$ cat src/p2c_map.svh
// Register map, field positions and reset values of the port-two pin configuration block
// Assumes the host includes it by bare name from any design or test file
`ifndef P2C_MAP_SVH
`define P2C_MAP_SVH

`define P2C_ADDR_CONFIG 8'h97
`define P2C_RESET_VALUE 8'h00
`define P2C_MODE_HI 7
`define P2C_MODE_LO 5
`define P2C_IN_MODE_HI 6
`define P2C_DIR_BIT 4
`define P2C_PTR_LOAD_BIT 3
`define P2C_SEL_HI 2
`define P2C_SEL_LO 0
`define P2C_OUT_NORMAL 3'h0
`define P2C_OUT_HIGH 3'h3
`define P2C_IN_NOPULL 2'h0
`define P2C_IN_PULLDOWN 2'h1
`define P2C_IN_PULLUP 2'h2
`define P2C_IN_OFF 2'h3

`endif

$ cat src/p2c_pkg.sv
// Types shared by the port-two pin configuration block
// Assumes nothing beyond a SystemVerilog compiler
package p2c_pkg;
  typedef enum logic [1:0] {
    P2C_PKG_LARGE,
    P2C_PKG_MID,
    P2C_PKG_SMALL
  } p2c_package_t;
endpackage

$ cat src/p2c_pin_slot.sv
// One pin's stored output and input modes and its pad control decode
// Assumes a write enable that is already qualified for this pin
`timescale 1ns/100ps
`include "p2c_map.svh"
module p2c_pin_slot (
  // Clock and reset
  input wire logic clk,
  input wire logic rst_n,
  // Update
  input wire logic wr_en,
  input wire logic wr_dir_in,
  input wire logic [2:0] wr_mode,
  // Stored modes
  output logic [2:0] out_mode,
  output logic [1:0] in_mode,
  // Pad controls, decoded from the stored modes
  output logic high_drive,
  output logic in_buf_en,
  output logic pull_down,
  output logic pull_up
);
  // ****************************************
  // Mode storage
  // ****************************************
  always_ff @(posedge clk or negedge rst_n) begin
    if (!rst_n) begin
      out_mode <= 3'h0;
    end else if (wr_en && !wr_dir_in) begin
      out_mode <= wr_mode;
    end
  end

  always_ff @(posedge clk or negedge rst_n) begin
    if (!rst_n) begin
      in_mode <= 2'h0;
    end else if (wr_en && wr_dir_in) begin
      in_mode <= wr_mode[1:0];
    end
  end

  // ****************************************
  // Pad decode
  // ****************************************
  always_comb begin
    high_drive = (out_mode == `P2C_OUT_HIGH);
    in_buf_en = (in_mode != `P2C_IN_OFF);
    pull_down = (in_mode == `P2C_IN_PULLDOWN);
    pull_up = (in_mode == `P2C_IN_PULLUP);
  end
endmodule

$ cat src/p2c_port2_config.sv
// Indirect pin configuration register of the eight-pin general-purpose port two
// Assumes a single-cycle register port on clk; the package variant is a static strap
`timescale 1ns/100ps
`include "p2c_map.svh"
module p2c_port2_config
  import p2c_pkg::*;
#(
  parameter int NUM_PINS = 8
) (
  // Clock and reset
  input wire logic clk,
  input wire logic rst_n,
  // Package variant strap
  input wire p2c_package_t pkg_variant,
  // Register port
  input wire logic [7:0] reg_addr,
  input wire logic [7:0] reg_wdata,
  input wire logic reg_wr,
  input wire logic reg_rd,
  output logic [7:0] reg_rdata,
  // Pad controls, one bit per pin
  output logic [NUM_PINS-1:0] pad_high_drive,
  output logic [NUM_PINS-1:0] pad_in_buf_en,
  output logic [NUM_PINS-1:0] pad_pull_down,
  output logic [NUM_PINS-1:0] pad_pull_up,
  // Status
  output logic [2:0] read_pointer_pin,
  output logic read_pointer_dir_in,
  output logic port_enabled
);
  // ****************************************
  // Write decode
  // ****************************************
  logic hit_wr;
  p2c_package_t pkg_s1_reg;
  p2c_package_t pkg_s2_reg;
  p2c_package_t pkg_s3_reg;
  logic pkg_reg;
  logic ptr_load;
  logic dir_in;
  logic [2:0] pin_select;
  logic [2:0] pin_function_mode;
  logic [2:0] ptr_pin_reg;
  logic ptr_dir_reg;
  logic [NUM_PINS-1:0][2:0] out_mode;
  logic [NUM_PINS-1:0][1:0] in_mode;
  logic [NUM_PINS-1:0] high_drive;
  logic [NUM_PINS-1:0] in_buf_en;
  logic [NUM_PINS-1:0] pull_down;
  logic [NUM_PINS-1:0] pull_up;
  logic [7:0] rdata_next;

  // ****************************************
  // Package strap synchroniser
  // ****************************************
  // The strap is a pin: three stages, and a value counts only once the last two agree.
  // Stages reset to a small package so the port stays closed until the strap has settled.
  always_ff @(posedge clk or negedge rst_n) begin
    if (!rst_n) begin
      pkg_s1_reg <= P2C_PKG_SMALL;
    end else begin
      pkg_s1_reg <= pkg_variant;
    end
  end

  always_ff @(posedge clk or negedge rst_n) begin
    if (!rst_n) begin
      pkg_s2_reg <= P2C_PKG_SMALL;
    end else begin
      pkg_s2_reg <= pkg_s1_reg;
    end
  end

  always_ff @(posedge clk or negedge rst_n) begin
    if (!rst_n) begin
      pkg_s3_reg <= P2C_PKG_SMALL;
    end else begin
      pkg_s3_reg <= pkg_s2_reg;
    end
  end

  // Only the largest package implements the eight pins of this port
  always_ff @(posedge clk or negedge rst_n) begin
    if (!rst_n) begin
      pkg_reg <= 1'b0;
    end else if (pkg_s2_reg == pkg_s3_reg) begin
      pkg_reg <= (pkg_s3_reg == P2C_PKG_LARGE);
    end
  end

  always_comb begin
    hit_wr = reg_wr && (reg_addr == `P2C_ADDR_CONFIG) && pkg_reg;
    ptr_load = reg_wdata[`P2C_PTR_LOAD_BIT];
    dir_in = reg_wdata[`P2C_DIR_BIT];
    pin_select = reg_wdata[`P2C_SEL_HI:`P2C_SEL_LO];
    pin_function_mode = reg_wdata[`P2C_MODE_HI:`P2C_MODE_LO];
  end

  // ****************************************
  // Read pointer
  // ****************************************
  always_ff @(posedge clk or negedge rst_n) begin
    if (!rst_n) begin
      ptr_pin_reg <= 3'h0;
      ptr_dir_reg <= 1'b0;
    end else if (hit_wr && ptr_load) begin
      ptr_pin_reg <= pin_select;
      ptr_dir_reg <= dir_in;
    end
  end

  // ****************************************
  // Pin slots
  // ****************************************
  generate
    for (genvar i = 0; i < NUM_PINS; i++) begin : g_pin
      p2c_pin_slot u_slot (
        .clk(clk),
        .rst_n(rst_n),
        // Pointer loads never touch a mode
        .wr_en(hit_wr && !ptr_load && (pin_select == 3'(i))),
        .wr_dir_in(dir_in),
        .wr_mode(pin_function_mode),
        .out_mode(out_mode[i]),
        .in_mode(in_mode[i]),
        .high_drive(high_drive[i]),
        .in_buf_en(in_buf_en[i]),
        .pull_down(pull_down[i]),
        .pull_up(pull_up[i])
      );
    end
  endgenerate

  // ****************************************
  // Read data
  // ****************************************
  always_comb begin
    rdata_next = `P2C_RESET_VALUE;
    if (pkg_reg && (reg_addr == `P2C_ADDR_CONFIG)) begin
      if (ptr_dir_reg) begin
        rdata_next[`P2C_IN_MODE_HI:`P2C_MODE_LO] = in_mode[ptr_pin_reg];
      end else begin
        rdata_next[`P2C_MODE_HI:`P2C_MODE_LO] = out_mode[ptr_pin_reg];
      end
    end
  end

  // Data stand only in the cycle after the read strobe
  always_ff @(posedge clk or negedge rst_n) begin
    if (!rst_n) begin
      reg_rdata <= 8'h00;
    end else if (reg_rd) begin
      reg_rdata <= rdata_next;
    end else begin
      reg_rdata <= 8'h00;
    end
  end

  // ****************************************
  // Registered outputs
  // ****************************************
  // Pads of an unimplemented port are held released
  always_ff @(posedge clk or negedge rst_n) begin
    if (!rst_n) begin
      pad_high_drive <= '0;
    end else begin
      pad_high_drive <= high_drive & {NUM_PINS{pkg_reg}};
    end
  end

  always_ff @(posedge clk or negedge rst_n) begin
    if (!rst_n) begin
      pad_in_buf_en <= '0;
    end else begin
      pad_in_buf_en <= in_buf_en & {NUM_PINS{pkg_reg}};
    end
  end

  always_ff @(posedge clk or negedge rst_n) begin
    if (!rst_n) begin
      pad_pull_down <= '0;
    end else begin
      pad_pull_down <= pull_down & {NUM_PINS{pkg_reg}};
    end
  end

  always_ff @(posedge clk or negedge rst_n) begin
    if (!rst_n) begin
      pad_pull_up <= '0;
    end else begin
      pad_pull_up <= pull_up & {NUM_PINS{pkg_reg}};
    end
  end

  // ****************************************
  // Status outputs
  // ****************************************
  always_ff @(posedge clk or negedge rst_n) begin
    if (!rst_n) begin
      read_pointer_pin <= 3'h0;
    end else begin
      read_pointer_pin <= ptr_pin_reg;
    end
  end

  always_ff @(posedge clk or negedge rst_n) begin
    if (!rst_n) begin
      read_pointer_dir_in <= 1'b0;
    end else begin
      read_pointer_dir_in <= ptr_dir_reg;
    end
  end

  always_ff @(posedge clk or negedge rst_n) begin
    if (!rst_n) begin
      port_enabled <= 1'b0;
    end else begin
      port_enabled <= pkg_reg;
    end
  end
endmodule

$ cat config.mk
export PLATFORM = sky130hd
export DESIGN_NAME = p2c_port2_config
export DESIGN_NICKNAME = d
export VERILOG_FILES = /design/src/p2c_pkg.sv /design/src/p2c_pin_slot.sv /design/src/p2c_port2_config.sv
export VERILOG_INCLUDE_DIRS = /design/src
export SDC_FILE = /design/constraint.sdc
export NUM_CORES = 1
export LEC_CHECK = 0
export ABC_AREA = 1
export BUFFER_PORTS_ARGS = -buffer_cell sky130_fd_sc_hd__buf_2
export CAP_MARGIN = 30
export CORE_AREA = 2 2 87 89
export CTS_BUF_LIST = sky130_fd_sc_hd__clkbuf_2
export CTS_CLUSTER_DIAMETER = 120
export CTS_CLUSTER_SIZE = 24
export DETAILED_ROUTE_END_ITERATION = 8
export DIE_AREA = 0 0 89 91
export GPL_TIMING_DRIVEN = 0
export PLACE_DENSITY = 0.79
export SYNTH_ARGS = -nofsm -noshare
export SYNTH_HDL_FRONTEND = slang
export SYNTH_SLANG_ARGS = --single-unit
$ cat constraint.sdc
create_clock -name clk -period 2.1 [get_ports clk]
set_input_delay 0 -clock clk [delete_from_list [all_inputs] [get_ports clk]]
set_output_delay 0 -clock clk [all_outputs]
set_load 0.02 [all_outputs]
==> flow_summary.toml <==
[run_status]
status = "finished clean"

[run]
maxCapViolCount = 0

[global_routing]
grt-ovfl-total = 0
track_usage_pct = 27.8
grt_max_degree = 49
grt_pass1_vias = 3448
antenna_found_initial = 0
grt_pass1_wl_mm = 16.9

[place]
portBuffers = 57
post_dp_cell_area_mm2 = 0.00445
gp_congestion = 0.940
hpwl_mm = 7.00

[floorplanning]
die-area_mm2 = 0.00810
row_count = 31
die_w_um = 89
core-area_mm2 = 0.00714
die_h_um = 91
ios = 67
start_util_pct = 56.0

[critical_path]
cp_num_buf_inv = 4
cpPeakStageDelay_ps = 620
critPathTopFamily = "buffers and inverters"
path_cells = "dlygate4sd3_1 > buf_2 > nor2_1 > dlygate4sd3_1 > nand3_2 > nor2_8 > nand4_1 > nand2_1 > dlygate4sd3_1 > nand2_1"
r2r_slack_ps = 90
cpMaxStageDelayCell = "dlygate4sd3_1"
worstPathRequired_ps = 2590
start_kind = "input pin"
cp_common_cell = "dlygate4sd3_1"
critical_path_arrival_ps = 2590
path_class = "input pin to register"
cp_max_fo = 5
critPathCaptureType = "register"

[layout]
final_area_mm2 = 0.00490
largest_reg_flops = 24
final_common_cell = "nand2_1"
largestRegisters = "g_pin.u_slot.out_mode: 24 flops, g_pin.u_slot.in_mode: 16 flops"
nNetsFinal = 552
largest_register = "g_pin.u_slot.out_mode"
antenna_cells = 0
area_growth_pct = 22.6
mostFrequentLayoutCells = "nand2_1 (117), dfrtp_1 (88), buf_2 (65), nand4_1 (56)"
drive_gt1_share_pct = 21.9

[synth]
yosys.area.top_type = "dfrtp_1"
ys_seq_area_share_pct = 57.0
synth.distinct_cells = 31
ys_ff_latch = 91
syn_area_mm2 = 0.00400
synthTopCellsByArea = "dfrtp_1 (55%), nand2_1 (11%), nand4_1 (8.8%), nor3_4 (2.8%), inv_1 (2.3%)"
postSynthCellCount = 426
yosysWarnings = 0
synth_area_per_cell_um2 = 9.39
synth_top_area_share_pct = 55.1

[drt]
post_drt_via_cell_ratio = 5.70
wl_met2_mm = 5.07
drt-wirelength-per-cell_um = 16.5
wl_mm = 10.5
routed.top_layer = "met4"
dr_wl_met3_um = 984
ant_nets = 0
drt_pass1_iterations = 5
vias = 3614
drc = 0
drt-initial-drc-count = 355
met1Wirelength_mm = 4.05

[power_and_ir_drop]
p_per_area_mw_per_mm2 = 642
power_leakage_nw = 2.52
peakVddDrop_mv = 0.315
p_total_mw = 3.15

[clock_tree]
cts.path.max_buffers = 2
cts_made_buffers = 9
cts_tree = "done"
h-tree-depth = 3
insertion_delay_ps = 560
cts_num_sinks = 91
clk_pin_slew_ps = 240
root_buffer = "clkbuf_2"

[worst_hold_path]
hold_path_class = "input pin to register"

[timing]
layout_min_cycle_time_ps = 2100
finalCritPeriodShare_pct = 99.8
rsz0062_at_grt = "yes"
setup-violations-final = 0
clock_skew_ps = 21.9
finalHoldViolations = 0
maxSlewHeadroom_pct = 59.1
slew_viol_final = 0
tightest_slew_ps = 613
fmax_mhz = 477
-- cell families (layout without fill, tap and decap cells) --
logic type	count (synthesis)	count (layout)	share of synthesized area, %
simple gates	232	232	30.0
flops	91	91	57.0
buf+inv	60	165	6.85
compound gates	42	42	6.01
other cells	1	5	0.0937
-- synth_stat cells --
library cell and n:
nand2_1 117, buf_2 9, inv_2 2, nor3_2 1, a21oi_1 16, buf_4 6, o21ai_1 4, buf_1 1
o211ai_1 10, nor3_1 12, nand4_2 2, buf_6 1, dfstp_2 3, nand3_1 12, a22o_1 1, dfrtp_1 88
nor3b_1 3, clkbuf_1 14, inv_4 3, and3_1 1, nor2_1 14, nor2_2 1, nor4_1 4, nor2_8 1
nand4_1 56, o21ai_0 10, nor3_4 7, conb_1 1, nand3_2 1, inv_1 24, o22ai_1 1
-- report_power, final --
group	leakage (nW)	total [mW]	internal, mW	switching [mW]
combinational	1.20	0.356	0.110	0.246
clock	0.0837	0.985	0.402	0.584
sequential	1.24	1.81	1.80	0.0122
-- layer usage --
layer | vias to the layer above | track usage (%)
met5 | - | 0
met4 | 0 | 11.7
met3 | 38 | 7.45
met2 | 209 | 44.0
met1 | 1704 | 35.9
li1 | 1663 | -
-- metrics by stage --
| step | setup TNS, ps | instances | setup slack (ps) | hold WS (ps) | utilization (%) |
|---|---|---|---|---|---|
| 6_report | 0 | 634 | 4.10 | 39.0 | 68.7 |
| 3_5_place_dp | 0 | 587 | 421 | 29.8 | 62.3 |
| 5_1_grt | -73.3 | 634 | -57.8 | 7.98 | 68.7 |
| 4_1_cts | 0 | 629 | 38.3 | 17.2 | 68.1 |
| 2_1_floorplan | 0 | 430 | 693 | -296 | - |
| 3_3_place_gp | 0 | 586 | 330 | 105 | 62.0 |
-- cell type report --
| cell class | count | area, um2 |
|---|---|---|
| Sequential cell | 91 | 2280 |
| Fill cell | 598 | 2230 |
| Multi-Input combinational cell | 279 | 1470 |
| Timing Repair Buffer | 89 | 618 |
| Buffer | 31 | 158 |
| Tap cell | 99 | 124 |
| Inverter | 29 | 116 |
| Clock inverter | 6 | 90.1 |
| Clock buffer | 10 | 50.0 |
-- worst paths after layout --
check / from / end / cells after the start
worst min register to register: pkg_s1_reg[1] / pkg_s2_reg[1] / 0
min in group asynchronous: rst_n / pkg_s3_reg[1] / 3
worst max register to register: pkg_reg / g_pin[4].u_slot.out_mode[1] / 9
worst min-delay path: pkg_variant[1] / pkg_s1_reg[1] / 2
max in group asynchronous: rst_n / g_pin[0].u_slot.out_mode[2] / 4
worst max-delay path: reg_addr[3] / g_pin[4].u_slot.out_mode[1] / 10
-- repair_timing --
item                                   in CTS  in global routing
resized for setup                           0                  3
hold buffers                               26                  0
endpoints found under the hold margin     140                  0
setup buffers                               0                  5
setup endpoints to repair                   0                  7
(Power assumes the default switching activity.)
